--- src/design/iod_pkg.sv ---
// constants, types and register map of the lower i/o register decode
// How it works
// RL1: software writes zero into reserved bits
// RL2: reserved bits read back unspecified, here zero
// RL3: software never writes reserved i/o addresses
// RL4: low 32 locations allow single-bit set/clear
// RL5: low 32 locations allow bit test skip
// RL6: flag cleared by writing one, zero ignored
// RL7: bit set/clear rewrite whole register, clearing flags
// RL8: data space reaches i/o at plus 0x20
// RL9: extended region only through data space ops
package iod_pkg;
   // ==========================================================
   // register offsets in i/o space
   localparam logic [5:0] IOD_PORT_B_PIN_INPUT = 6'h03;
   localparam logic [5:0] IOD_PORT_B_DIRECTION = 6'h04;
   localparam logic [5:0] IOD_PORT_B_OUTPUT = 6'h05;
   localparam logic [5:0] IOD_PORT_C_PIN_INPUT = 6'h06;
   localparam logic [5:0] IOD_PORT_C_DIRECTION = 6'h07;
   localparam logic [5:0] IOD_PORT_C_OUTPUT = 6'h08;
   localparam logic [5:0] IOD_PORT_D_PIN_INPUT = 6'h09;
   localparam logic [5:0] IOD_PORT_D_DIRECTION = 6'h0a;
   localparam logic [5:0] IOD_PORT_D_OUTPUT = 6'h0b;
   localparam logic [5:0] IOD_TIMER8_FLAGS = 6'h15;
   localparam logic [5:0] IOD_TIMER16_FLAGS = 6'h16;
   localparam logic [5:0] IOD_EXT_INT_MASK = 6'h1d;
   localparam logic [5:0] IOD_GENERAL_SCRATCH_ZERO = 6'h1e;
   localparam logic [5:0] IOD_EEPROM_CONTROL = 6'h1f;
   localparam logic [5:0] IOD_EEPROM_DATA = 6'h20;
   localparam logic [5:0] IOD_EEPROM_ADDR_LOW = 6'h21;
   localparam logic [5:0] IOD_EEPROM_ADDR_HIGH = 6'h22;
   localparam logic [5:0] IOD_TIMER_GLOBAL_CONTROL = 6'h23;
   localparam logic [5:0] IOD_TIMER8_CONTROL_A = 6'h24;
   localparam logic [5:0] IOD_TIMER8_CONTROL_B = 6'h25;
   localparam logic [5:0] IOD_TIMER8_COUNT = 6'h26;
   localparam logic [5:0] IOD_TIMER8_COMPARE_A = 6'h27;
   localparam logic [5:0] IOD_TIMER8_COMPARE_B = 6'h28;
   localparam logic [5:0] IOD_LAST_REG = 6'h28;
   localparam int IOD_NUM_REGS = 41;
   // ==========================================================
   // address windows
   localparam logic [5:0] IOD_BIT_OP_LIMIT = 6'h1f;
   localparam logic [8:0] IOD_DATA_IO_OFFSET = 9'h020;
   localparam logic [8:0] IOD_EXT_BASE = 9'h060;
   // ==========================================================
   // implemented bits per register and reset value
   localparam logic [7:0] IOD_FULL_MASK = 8'hff;
   localparam logic [7:0] IOD_PORT_C_MASK = 8'hf7;
   localparam logic [7:0] IOD_TIMER8_FLAGS_MASK = 8'h07;
   localparam logic [7:0] IOD_TIMER16_FLAGS_MASK = 8'h2f;
   localparam logic [7:0] IOD_EEPROM_CONTROL_MASK = 8'h3f;
   localparam logic [7:0] IOD_GLOBAL_CONTROL_MASK = 8'h83;
   localparam logic [7:0] IOD_TIMER8_CONTROL_A_MASK = 8'hf3;
   localparam logic [7:0] IOD_TIMER8_CONTROL_B_MASK = 8'hcf;
   localparam logic [7:0] IOD_REG_RESET = 8'h00;
   // ==========================================================
   // types
   typedef enum logic [2:0] {
      IOD_IO_IN_OP = 3'h0,
      IOD_IO_OUT_OP = 3'h1,
      IOD_DATA_LOAD_OP = 3'h2,
      IOD_DATA_STORE_OP = 3'h3,
      IOD_SINGLE_BIT_SET_OP = 3'h4,
      IOD_SINGLE_BIT_CLEAR_OP = 3'h5,
      IOD_SKIP_IF_IO_BIT_SET_OP = 3'h6,
      IOD_SKIP_IF_IO_BIT_CLEAR_OP = 3'h7
   } iod_op_t;
   typedef struct packed {
      logic valid;
      iod_op_t op;
      logic [8:0] addr;
      logic [2:0] bit_sel;
      logic [7:0] wdata;
   } iod_req_t;
   typedef struct packed {
      logic valid;
      logic [7:0] rdata;
      logic skip;
      logic refused;
      logic ext;
   } iod_resp_t;
   typedef struct packed {
      logic [7:0] b;
      logic [7:0] c;
      logic [7:0] d;
   } iod_pins_t;
   typedef logic [IOD_NUM_REGS-1:0][7:0] iod_regs_t;
   typedef struct packed {
      iod_regs_t regs;
      iod_pins_t sync1;
      iod_pins_t sync2;
      iod_resp_t resp;
   } iod_state_t;
   // ==========================================================
   // writable bits of each i/o location; zero means not writable
   function automatic logic [7:0] iod_wmask(input logic [5:0] a);
      case (a)
         IOD_PORT_B_DIRECTION, IOD_PORT_B_OUTPUT,
         IOD_PORT_D_DIRECTION, IOD_PORT_D_OUTPUT,
         IOD_EXT_INT_MASK, IOD_GENERAL_SCRATCH_ZERO,
         IOD_EEPROM_DATA, IOD_EEPROM_ADDR_LOW,
         IOD_EEPROM_ADDR_HIGH, IOD_TIMER8_COUNT,
         IOD_TIMER8_COMPARE_A,
         IOD_TIMER8_COMPARE_B: return IOD_FULL_MASK;
         IOD_PORT_C_DIRECTION,
         IOD_PORT_C_OUTPUT: return IOD_PORT_C_MASK;
         IOD_TIMER8_FLAGS: return IOD_TIMER8_FLAGS_MASK;
         IOD_TIMER16_FLAGS: return IOD_TIMER16_FLAGS_MASK;
         IOD_EEPROM_CONTROL: return IOD_EEPROM_CONTROL_MASK;
         IOD_TIMER_GLOBAL_CONTROL: return IOD_GLOBAL_CONTROL_MASK;
         IOD_TIMER8_CONTROL_A: return IOD_TIMER8_CONTROL_A_MASK;
         IOD_TIMER8_CONTROL_B: return IOD_TIMER8_CONTROL_B_MASK;
         default: return 8'h00;
      endcase
   endfunction
endpackage

--- src/design/iod_decode.sv ---
// lower i/o register space decode and register bank as seen by the core
`timescale 1ns/1ps
`default_nettype none
module iod_decode
   import iod_pkg::*;
(
   input wire logic i_clock,
   input wire logic i_rst_n,
   input wire iod_req_t i_req,
   input wire iod_pins_t i_pins,
   input wire logic [7:0] i_timer8_events,
   input wire logic [7:0] i_timer16_events,
   output iod_resp_t o_resp,
   output iod_regs_t o_regs
);
   // ==========================================================
   // state and decode variables
   iod_state_t st_q;
   iod_state_t st_d;
   logic [5:0] io_a;
   logic io_hit;
   logic is_wr;
   logic is_rd;
   logic ext;
   logic refused;
   logic skip;
   logic [7:0] wval;
   logic [7:0] rd;
   logic [7:0] bm;
   logic [7:0] wm;
   logic w1c;

   // ==========================================================
   // next state
   always_comb
   begin
      st_d = st_q;
      // first stage only feeds the second
      st_d.sync1 = i_pins;
      st_d.sync2 = st_q.sync1;
      st_d.resp = '0;
      io_a = i_req.addr[5:0];
      io_hit = 1'b0;
      is_wr = 1'b0;
      is_rd = 1'b0;
      ext = 1'b0;
      refused = 1'b0;
      skip = 1'b0;
      wval = i_req.wdata;
      bm = 8'h01 << i_req.bit_sel;
      case (i_req.op)
         IOD_IO_IN_OP:
         begin
            io_hit = 1'b1; // [RL8]
            is_rd = 1'b1;
         end
         IOD_IO_OUT_OP:
         begin
            io_hit = 1'b1; // [RL8]
            is_wr = 1'b1;
         end
         IOD_DATA_LOAD_OP, IOD_DATA_STORE_OP:
         begin
            // extended region has its own decoder elsewhere
            if (i_req.addr >= IOD_EXT_BASE)
               ext = 1'b1; // [RL9]
            else if (i_req.addr >= IOD_DATA_IO_OFFSET)
            begin
               io_hit = 1'b1;
               io_a = 6'(i_req.addr - IOD_DATA_IO_OFFSET); // [RL8]
               is_wr = (i_req.op == IOD_DATA_STORE_OP);
               is_rd = ~is_wr;
            end
            else
               refused = 1'b1;
         end
         default:
         begin
            // bit ops only reach the low 32 locations
            if (i_req.addr > 9'(IOD_BIT_OP_LIMIT))
               refused = 1'b1; // [RL4]
            else
               io_hit = 1'b1;
         end
      endcase
      // read path; reserved bits are never stored so read zero
      case (io_a)
         IOD_PORT_B_PIN_INPUT: rd = st_q.sync2.b;
         IOD_PORT_C_PIN_INPUT: rd = st_q.sync2.c & IOD_PORT_C_MASK;
         IOD_PORT_D_PIN_INPUT: rd = st_q.sync2.d;
         default: rd = (io_a <= IOD_LAST_REG) ? st_q.regs[io_a] : 8'h00;
      endcase // [RL2]
      if (io_hit)
      begin
         case (i_req.op)
            IOD_SINGLE_BIT_SET_OP:
            begin
               is_wr = 1'b1;
               wval = rd | bm; // [RL4] [RL7]
            end
            IOD_SINGLE_BIT_CLEAR_OP:
            begin
               is_wr = 1'b1;
               wval = rd & ~bm; // [RL4] [RL7]
            end
            IOD_SKIP_IF_IO_BIT_SET_OP: skip = rd[i_req.bit_sel]; // [RL5]
            IOD_SKIP_IF_IO_BIT_CLEAR_OP: skip = ~rd[i_req.bit_sel]; // [RL5]
            default: skip = 1'b0;
         endcase
      end
      // write path; reserved and pin locations ignore writes
      wm = iod_wmask(io_a);
      w1c = (io_a == IOD_TIMER8_FLAGS) || (io_a == IOD_TIMER16_FLAGS);
      if (i_req.valid && io_hit && is_wr && io_a <= IOD_LAST_REG)
      begin
         if (w1c)
            st_d.regs[io_a] = st_q.regs[io_a] & ~(wval & wm); // [RL6]
         else if (wm != 8'h00)
            st_d.regs[io_a] = wval & wm;
      end
      // a flag event in the clearing cycle wins over the clear
      st_d.regs[IOD_TIMER8_FLAGS] = st_d.regs[IOD_TIMER8_FLAGS]
         | (i_timer8_events & IOD_TIMER8_FLAGS_MASK);
      st_d.regs[IOD_TIMER16_FLAGS] = st_d.regs[IOD_TIMER16_FLAGS]
         | (i_timer16_events & IOD_TIMER16_FLAGS_MASK);
      st_d.resp.valid = i_req.valid;
      st_d.resp.rdata = (i_req.valid && io_hit && is_rd) ? rd : 8'h00;
      st_d.resp.skip = i_req.valid & skip;
      st_d.resp.refused = i_req.valid & refused;
      st_d.resp.ext = i_req.valid & ext;
   end

   // ==========================================================
   // state register
   always_ff @(posedge i_clock)
   begin
      if (!i_rst_n)
         st_q <= '0;
      else
         st_q <= st_d;
   end

   assign o_resp = st_q.resp;
   assign o_regs = st_q.regs;

   logic quiet8;
   logic [7:0] skip_ref;
   assign quiet8 = (i_timer8_events & IOD_TIMER8_FLAGS_MASK) == 8'h00;
   assign skip_ref = (i_req.addr[5:0] <= IOD_LAST_REG)
      ? o_regs[i_req.addr[5:0]] : 8'h00;
endmodule // iod_decode
`default_nettype wire

--- config.mk ---
export PLATFORM = sky130hd
export DESIGN_NAME = iod_decode
export DESIGN_NICKNAME = d
export VERILOG_FILES = /design/src/design/iod_pkg.sv /design/src/design/iod_decode.sv
export SDC_FILE = /design/constraint.sdc
export NUM_CORES = 1
export LEC_CHECK = 0
export ABC_AREA = 0
export ABC_CLOCK_PERIOD_IN_PS = 10600
export BUFFER_PORTS_ARGS = -buffer_cell sky130_fd_sc_hd__buf_2
export CAP_MARGIN = 5
export CELL_PAD_IN_SITES_DETAIL_PLACEMENT = 0
export CELL_PAD_IN_SITES_GLOBAL_PLACEMENT = 1
export CORE_UTILIZATION = 45
export CTS_CLUSTER_DIAMETER = 50
export DETAILED_ROUTE_END_ITERATION = 7
export HOLD_SLACK_MARGIN = 0.12
export PLACE_DENSITY_LB_ADDON = 0.05
export SYNTH_ARGS = -nofsm -noshare
export SYNTH_HDL_FRONTEND = slang
export SYNTH_SLANG_ARGS = --single-unit
--- constraint.sdc ---
create_clock -name i_clock -period 10.6 [get_ports i_clock]
set_input_delay 2.12 -clock i_clock [delete_from_list [all_inputs] [get_ports i_clock]]
set_output_delay 2.12 -clock i_clock [all_outputs]
set_load 0.01 [all_outputs]
* Yosys cells after proc, flatten, opt, wreduce, memory -nomap -nowiden *
Memory sizes are Yosys's and may differ from the RTL's.
Cells that the tools add are included.

storage, ports and cells
  memory bits (read-only) = 512
  output and inout port bits = 340
  word-level logic and storage cells = 139
  input bits = 66
  memories = 1
  register bits = 388

memories
  memory           words  bits a word  rd ports  clocked after Yosys merged registers in  wr ports  RTL line       RTL
  (no name shown)  64     8            1         0                                        0         iod_pkg.sv:97  case (a)

operators by class
  multiplexer cells = 38
  eq/ne operators = 12
  shifts and indexed selects = 1
  bitwise logic cells = 13
  reductions and logical operators = 14
  add/sub/neg operators = 1
  $lt $le $gt $ge = 7

operators by type and width
  operator             count
  $bwmux 328           2
  $mux 328             2
  $mux 184             1
  $bmux 8 s6           1
  $demux 8 s6          1
  $mux 8               4
  $and 8x8->8          3
  $pmux 8 s3           1
  $mux 6               3
  $mux 1               16
  $not 8->8            2
  $pmux 8 s2           1
  $eq 3x3->1 const B   4
  $eq 6x5->1 const B   2
  $pmux 1 s2           5
  $ge 9x6->1 const B   1
  $ge 9x7->1 const B   1
  $gt 9x5->1 const B   1
  $or 8x3->8           1
  $or 8x6->8           1
  $or 8x8->8           1
  $reduce_bool 8->1    1
  $shl 1x3->8 const A  1
  $lt 6x7->1 const B   1
  18 further kinds     29

* Depth between registers and ports, before layout *
Gate-level depths: netlist of the first run.

  depth in word-level cells = 18
  depth in mapped cells = 16
  mapped depth without buffers = 11

* Worst setup path after synthesis of the first run *
No wires, ideal clock.

  path kind = input -> register
  from = input i_req[11] (netlist bit)
  to = register st_q, in the netlist o_regs[168]
  library setup time = 0.070 ns
  data arrival time = 4.918 ns
  path buffers = 4
  data required time = 10.530 ns
  stages = 14
  setup slack = 5.612 ns
  cell sequence = buf_6 > buf_8 > clkinv_1 > clkbuf_1 > ha_1 > nand2_1 > o22ai_1 > or2_1 > buf_2 > or3_1 > a31o_2 > mux2i_4 > or3b_1 > a21boi_1

on the way
  longest elaborated chain between the ends = 18
  elaborated cells on any way between the ends = 50
  those cells by class = 1 x add/sub; 6 x order compare; 5 x eq/ne; 25 x mux; 6 x bitwise; 6 x reduce/logical; 1 x memory

RTL lines
  element                                           RTL line                              RTL
  start: declaration                                iod_decode.sv:9                       input wire iod_req_t i_req,
  $ge 9x6->1 / $sub 6x6->6 (equally long branches)  iod_decode.sv:67, iod_decode.sv:70
  $mux 6                                            iod_decode.sv:67                      else if (i_req.addr >= IOD_DATA_IO_OFFSET)
  $mux 6                                            iod_decode.sv:65                      if (i_req.addr >= IOD_EXT_BASE)
  $mux 6                                            iod_decode.sv:51                      case (i_req.op)
  $bmux 8 s6                                        iod_decode.sv:91, iod_decode.sv:117
  $mux 8 (not written as such)                      iod_decode.sv:91, iod_decode.sv:117
  $mux 8                                            iod_decode.sv:91                      default: rd = (io_a <= IOD_LAST_REG) ? st_q.regs[io_a] : 8'h00;
  $pmux 8 s3                                        iod_decode.sv:87                      case (io_a)
  [... 2 more ...]                                  --
  $mux 8                                            iod_decode.sv:93                      if (io_hit)
  $and 8x8->8                                       iod_decode.sv:117, iod_decode.sv:119
  $not 8->8                                         iod_decode.sv:117                     st_d.regs[io_a] = st_q.regs[io_a] & ~(wval & wm);
  $and 8x8->8                                       iod_decode.sv:117
  $bwmux 328                                        iod_decode.sv:117
  $mux 328                                          iod_decode.sv:116                     if (w1c)
  $mux 184 *                                        iod_decode.sv:114                     if (i_req.valid && io_hit && is_wr && io_a <= IOD_LAST_REG)
  $or 8x3->8 *                                      iod_decode.sv:123                     | (i_timer8_events & IOD_TIMER8_FLAGS_MASK);
  end signal: assignment                            iod_decode.sv:140                     st_q <= st_d;
  end: declaration                                  iod_decode.sv:18                      iod_state_t st_q;

Every way passes the cells marked *; elsewhere a longest branch is shown, timed or not. The select of a mux whose other input is x is not followed.
A chain may end at the register's enable or synchronous reset.

* Final worst setup path of the first run *
  from = input i_req[11] (netlist bit)
  to = register st_q, in the netlist o_regs[299]

on the way
  longest elaborated chain between the ends = 16
  elaborated cells on any way between the ends = 50
  those cells by class = 1 x add/sub; 6 x order compare; 5 x eq/ne; 24 x mux; 5 x bitwise; 8 x reduce/logical; 1 x memory

RTL lines
  element                                           RTL line                              RTL
  $ge 9x6->1 / $sub 6x6->6 (equally long branches)  iod_decode.sv:67, iod_decode.sv:70
  $mux 6                                            iod_decode.sv:67
  $mux 6                                            iod_decode.sv:65
  $mux 6                                            iod_decode.sv:51
  $bmux 8 s6                                        iod_decode.sv:91, iod_decode.sv:117
  $mux 8 (not written as such)                      iod_decode.sv:91, iod_decode.sv:117
  $mux 8                                            iod_decode.sv:91
  $pmux 8 s3                                        iod_decode.sv:87
  $and 8x8->8 / $or 8x8->8 (equally long branches)  iod_decode.sv:104, iod_decode.sv:99
  $pmux 8 s2                                        iod_decode.sv:95                      case (i_req.op)
  $mux 8                                            iod_decode.sv:93
  $and 8x8->8                                       iod_decode.sv:117, iod_decode.sv:119
  $not 8->8                                         iod_decode.sv:117
  $and 8x8->8                                       iod_decode.sv:117
  $bwmux 328                                        iod_decode.sv:117
  $mux 328                                          iod_decode.sv:116

Several ways; a longest one is shown, not always the timed one. The select of a mux whose other input is x is not followed.

==> results.yml, run 1 <==
floorplanning:
  io_pins: 406
  start_util: 0.4574
  num_rows: 75
  core_mm2: 0.04204
  dieArea_mm2: 0.04356
  die_x_um: 208.7
  die_y_um: 208.7
yosys:
  netlist.area_leader.share: 0.4018
  synth-warning-count: 0
  ys_ff_latch: 386
  syn-num-nets: 2198
  yosys.area.top_type: "dfxtp_1"
  synthTopCellsByArea: "dfxtp_1 40%, buf_4 14%, and2_1 6.0%"
  synthFlopType: "dfxtp_1"
  synth-simple-area-share: 0.1871
  synth_top_family_by_area: "simple AND/OR/NAND/NOR gates"
  muxShareOfSynthArea: 0.07801
  synth-edff-count: 0
  synth_compound_area_frac: 0.1497
  syn_area_mm2: 0.01923
  synth_cell_types: 95
  synth.avg_cell_area_um2: 9.054
  synthXorXnorAreaFrac: 0.0004555
  synthArstFlopShare: 0
  yosysSeqAreaShare: 0.4018
  synth_fa_ha_area_frac: 0.005205
  syn_inst: 2124
global_route:
  grt_util_all_layers: 0.3078
  antenna_found_initial: 1
  grt_max_degree: 136
  grt_pass1_vias: 14249
  grt-ovfl-total: 0
  grt_pass1_wl_um: 99560
cts:
  clock-sinks: 386
  cts_resized: 0
  worstSkewPairLatency_ns: 0.59
  cts_tree: "built"
  clk_pin_slew_worst_paths_ns: 0.06
  cts_buffers: 46
  clockRootBuffer: "clkbuf_16"
  ctsHoldBuffers: 0
  clock_path_buffers: 3
  cts_setup_buffers: 0
  htreeDepth: 2
timing:
  tightestPinTransition_ns: 1.244
  fmax_mhz: 157.6
  period_share: 0.5985
  relSlewSlack: 0.1691
  timing.final.crit_period_ns: 6.345
  skew_ns: 0.01602
  rsz0062_at_grt: "false"
  drv_slew: 0
  setup_tns_ns: 0
  finalSetupViolCount: 0
  finalHoldViolCount: 0
worst_setup_path:
  cp.arrival_ns: 6.77
  critPathLaunchType: "input pin"
  critPathKind: "in -> reg"
  end_kind: "flop"
  required_ns: 11.03
  cp_max_fo: 82
place:
  globalplace.congestion: 0.8916
  portBuffers: 396
  hpwlAfterDp_um: 48340
  dp.cells: 2617
power_and_ir_drop:
  power.leakage_nw: 8.642
  ir_worst_vdd_uv: 108.2
  p_total_mw: 3.247
  p_per_area_mw_per_mm2: 159.9
detailed_routing:
  via_per_inst: 5.666
  dr_total_vias: 15299
  postRouteAntennaNets: 0
  wl_per_cell_um: 25.42
  drt_iter0_markers: 1252
  finalWirelength_um: 68640
  drc_errors: 0
  firstDrtPassIters: 5
finish:
  n_antenna_cell: 0
  final_layout_size_suffix_gt1_frac: 0.2767
  nNetsFinal: 2200
  final_cells: 2700
  area_delta_synth_final_pct: 5.602
job:
  maxCapViolCount: 0
worst_hold_path:
  hold_path.class: "reg -> reg"
status:
  run_status: "complete, no violations"
-- final cells by class --
cell class / count / area, µm²
repair buffers: 429 / 2266
clock buffers: 59 / 1241
fillers: 4157 / 21730
flip-flops and latches: 386 / 7727
inverters: 19 / 71.32
well taps: 539 / 674.4
clock inverters: 24 / 211.5
multi-input cells: 1244 / 8115
-- synthesized netlist by cell type, drive strengths merged (5+ instances only) --
library cell,instances
or3,11
a22oi,9
clkbuf,70
a2bb2oi,5
mux2i,59
mux2,28
a32oi,5
o21ai,102
ha,8
inv,17
a21oi,115
nand3,104
nor2,103
nor2b,9
or2,7
nand2b,10
a211oi,30
mux4,25
nand3b,10
and2,186
o221ai,31
a31oi,13
a21boi,18
o21a,8
nor3,34
a221oi,11
nand2,179
or3b,11
a222oi,6
buf,405
o211a,6
and3,7
o22ai,26
dfxtp,386
-- final timing paths --
path | from | cells after the start | end | slack (ns)
worst max-delay path | i_req[11] | 12 | o_regs[299]$_SDFFE_PN0P_ | 4.26
worst min-delay path | st_d[13]$_SDFF_PN0_ | 1 | st_q[13]$_SDFF_PN0_ | 0.43
worst max register to register | o_regs[28]$_SDFFE_PN0P_ | 8 | o_regs[236]$_SDFFE_PN0P_ | 6.93
worst min register to register | st_d[13]$_SDFF_PN0_ | 1 | st_q[13]$_SDFF_PN0_ | 0.43
-- report_power, final --
part	switching [mW]	internal, mW
registers	0.00462	1.46
clock network	0.646	0.883
logic	0.180	0.0714
total	0.831	2.42
-- metal layers --
metal  GRT usage  share of wire  up-vias
li1            -              -     7084
met1      0.4230           0.44     7507
met2      0.4866           0.46      612
met3     0.06643          0.077       94
met4     0.08342          0.023        2
met5           0        0.00015        -
-- sequential cells by signal, indices dropped and copies added (netlist names) --
signal	flops
o_regs	328
st_d	23
o_resp	12
st_q	23
-- metrics by stage --
step	instance area [µm²]	setup WS [ns]	utilization	hold WS (ns)
floorplan	19230	5.612	-	0.4119
finish	20310	4.255	0.4830	0.4299
CTS	20310	4.365	0.4830	0.4345
global placement	18850	3.820	0.4485	0.4180
global route	20310	3.981	0.4830	0.4446
detailed placement	18850	3.769	0.4485	0.4203
-- cells by family (layout without fill, tap and decap cells) --
kind of cell,count (synthesis),after routing
and+or+nand+nor,691,691
buffers and inverters,494,531
AOI/OAI and AO/OA,432,432
DFF,386,386
muxes,112,112
adders and majority gates,8,8
xor gates and xnor gates,1,1
-- critical path: stages --
cell	delay, ns
buf_4	0.25
buf_12	0.33
or3_1	0.45
buf_4	0.25
a21oi_1	0.26
nor2_1	0.08
a211oi_2	0.79
o41a_1	0.67
nand3_2	0.48
nor2_1	0.68
mux2i_1	0.25
nor2_1	0.05
-- cells in the final DEF (no fill, tap or decap), types with 8 or more instances in the layout --
cell type,Yosys,layout
nand3b_1,10,10
or3_1,11,10
or3b_2,8,8
o21ai_0,86,85
a21oi_1,115,114
clkbuf_16,0,47
o21ai_1,15,16
o221ai_1,30,29
a211oi_1,27,27
a31oi_1,13,13
inv_1,17,16
ha_1,8,8
nor2_1,97,97
a21boi_0,13,13
and2_1,185,185
mux2_2,25,25
o21a_1,8,8
mux4_2,22,22
clkinv_2,0,14
buf_4,346,33
nand2_1,179,179
nor3_1,29,29
a221oi_1,11,11
mux2i_1,57,57
a22oi_1,9,9
nand2b_1,10,10
dfxtp_1,386,386
o22ai_1,26,26
nor2b_1,9,9
clkbuf_1,69,10
buf_2,31,393
nand3_1,103,103
No activity file was read; power rests on OpenSTA's default activity.
==> inputs of run 2 (changes only) <==
ABC_AREA = 1   (was 0)
ABC_CLOCK_PERIOD_IN_PS = 6600   (was 10600)
CORE_UTILIZATION = 40   (was 45)
clock period = 6.6 ns   (was 10.6 ns; I/O delays follow)
==> results.yml, run 2 <==
timing:
  worst_slack_ns: 1.501
  finalHoldViolCount: 0
  period_share: 0.7726
  timing.final.crit_period_ns: 5.099
  rsz0062_at_grt: "false"
  fmax_mhz: 196.1
  relSlewSlack: 0.3327
  drv_slew: 0
  finalSetupViolCount: 0
  skew_ns: 0.04611
  tightestPinTransition_ns: 1.001
  worst_hold_slack_ns: 0.4082
  setup_tns_ns: 0
worst_setup_path:
  rr_endpoint: "o_regs[80]$_SDFFE_PN0P_"
  critPathMaxStageDelay_ns: 0.72
  cp.arrival_ns: 5.54
  cp_cell_sequence: "buf_4 > inv_2 > nand2_2 > nor2_2 > nand2_1 > a21boi_0 > o21ai_0 > nand3_1 > nand3_1 > nand2_1 > nand2_1 > nand2_1 > nand2_1 > o22ai_1 > inv_2 > a21oi_1"
  crit_buf_inv: 3
  reg2reg_from: "o_regs[144]$_SDFFE_PN0P_"
  critPathSlowestCell: "nand2_2"
  critPathKind: "in -> reg"
  critPathLaunchType: "input pin"
  required_ns: 7.04
  rr_worst_depth: 22
  cp_max_fo: 27
  critical_path.top_delay_family: "simple AND/OR/NAND/NOR gates"
  crit_top_cell: "nand2_1"
  reg2reg_slack_ns: 3.46
  end_kind: "flop"
detailed_routing:
  wl_per_cell_um: 19.70
  firstDrtPassIters: 5
  postRouteAntennaNets: 0
  via_per_inst: 4.808
  finalWirelength_um: 70760
  drt_iter0_markers: 1248
  drc_errors: 0
  dr_total_vias: 17271
yosys:
  syn_area_mm2: 0.02015
  yosys-top-cells-count: "799 x nand2_1, 412 x inv_1, 386 x dfxtp_1, 356 x buf_4, 173 x a21oi_1"
  netlist.area_leader.share: 0.3835
  synthFlopType: "dfxtp_1"
  syn_inst: 2880
  synth_cell_types: 49
  yosysMostFrequentCell: "nand2_1"
  yosysSeqAreaShare: 0.3835
  synth-edff-count: 0
  synthArstFlopShare: 0
  yosys.area.top_type: "dfxtp_1"
  synth.avg_cell_area_um2: 6.996
  synthTopCellsByArea: "dfxtp_1 38%, nand2_1 15%, buf_4 13%"
  ys_ff_latch: 386
  syn-num-nets: 2954
  synth-warning-count: 0
worst_hold_path:
  hold_depth: 2
  hold_start: "st_d[15]$_SDFF_PN0_"
  hold_path.class: "reg -> reg"
  holdPathEnd: "st_q[15]$_SDFF_PN0_"
finish:
  multi_input_area_mm2: 0.007584
  fill_cells: 5280
  nNetsFinal: 2963
  ff_latch_area_mm2: 0.007727
  final_layout_size_suffix_gt1_frac: 0.2009
  largest_reg_flops: 328
  mostFrequentLayoutCell: "nand2_1"
  final_cell_mix: "799 x nand2_1, 412 x inv_1, 394 x buf_2, 386 x dfxtp_1, 173 x a21oi_1"
  area_delta_synth_final_pct: 7.986
  final_cells: 3592
global_route:
  grt_util_all_layers: 0.2701
  grt_max_degree: 152
  grt-ovfl-total: 0
  grt_pass1_wl_um: 103100
  grt_pass1_vias: 15980
  antenna_found_initial: 1
floorplanning:
  io_pins: 406
  num_rows: 81
  die_y_um: 226.4
  core_mm2: 0.04936
  dieArea_mm2: 0.05127
  start_util: 0.4082
  die_x_um: 226.4
cts:
  cts_setup_buffers: 0
  htreeDepth: 2
  cts_tree: "built"
  clk_pin_slew_worst_paths_ns: 0.06
  cts_buffers: 50
  clockRootBuffer: "clkbuf_16"
  clock-sinks: 386
  ctsHoldBuffers: 0
  worstSkewPairLatency_ns: 0.61
  cts_resized: 0
  clock_path_buffers: 3
power_and_ir_drop:
  seqPwrFrac: 0.418
  internal_power_mw: 4.189
  p_sw_frac: 0.2574
  p_comb_frac: 0.083
  p_clk_frac: 0.499
  p_per_area_mw_per_mm2: 259.3
  ir_worst_vdd_uv: 199.3
  power.leakage_nw: 12.29
  p_sw_mw: 1.452
place:
  pre_cts_ws_ns: 0.9445
  hpwlAfterDp_um: 51410
  dp.cells: 3501
  portBuffers: 396
  globalplace.congestion: 0.9030
job:
  maxCapViolCount: 0
status:
  run_status: "complete, no violations"
[run 2: worst reg2reg max path, delay by kind of cell, from the launching register on]
family,cells,cell delay (ns)
buf+inv,2,0.44
simple gates,19,2.03
compound gates,1,0.12
flops,1,0.40
[run 2: how the worst max path moves through the flow]
stage / startpoint / endpoint / slack (ns) / cells past startpoint
2_1_floorplan: i_req[12] / o_regs[291]$_SDFFE_PN0P_ / 2.88 / 17
3_3_place_gp: i_req[11] / o_regs[265]$_SDFFE_PN0P_ / 0.94 / 16
3_5_place_dp: i_req[11] / o_regs[57]$_SDFFE_PN0P_ / 0.94 / 16
4_1_cts: i_req[11] / o_regs[305]$_SDFFE_PN0P_ / 1.56 / 16
5_1_grt: i_req[11] / o_regs[321]$_SDFFE_PN0P_ / 1.17 / 16
6_report: i_req[11] / o_regs[297]$_SDFFE_PN0P_ / 1.50 / 16
[run 2: metal layers]
layer	track usage	up-vias	part of all wire
li1	-	8630	-
met1	0.3575	8022	0.45
met2	0.4423	540	0.47
met3	0.05598	79	0.067
met4	0.07541	0	0.019
met5	0	-	0
[run 2: area by class of cell]
type,instances,area share
well taps,664,0.03819
flip-flops and latches,386,0.3552
clock inverters,24,0.01472
diodes,1,0.0001150
multi-input cells,1592,0.3486
clock buffers,66,0.06355
inverters,425,0.07378
repair buffers,434,0.1059
[run 2: kinds of logic after synthesis]
logic type      Yosys count  share of synthesized area
compound gates          487                     0.1367
buf+inv                 902                     0.2415
fa+ha+maj                 8                   0.004968
flops                   386                     0.3835
simple gates           1097                     0.2333
[run 2: through the flow]
stage	power, mW	util	area [µm²]
finish	5.641	0.4408	21760
global route	5.851	0.4408	21760
CTS	5.705	0.4408	21750
detailed placement	2.878	0.4063	20050
global placement	2.879	0.4063	20050
floorplan	2.698	-	20150
[run 2: power groups by stage]
stage	combinational, mW	sequential, mW	clock, mW
after floorplan	0.293	2.41	0
after global placement	0.470	2.41	0
after detailed placement	0.469	2.41	0
after CTS	0.470	2.36	2.88
after global routing	0.514	2.36	2.98
final	0.470	2.36	2.81
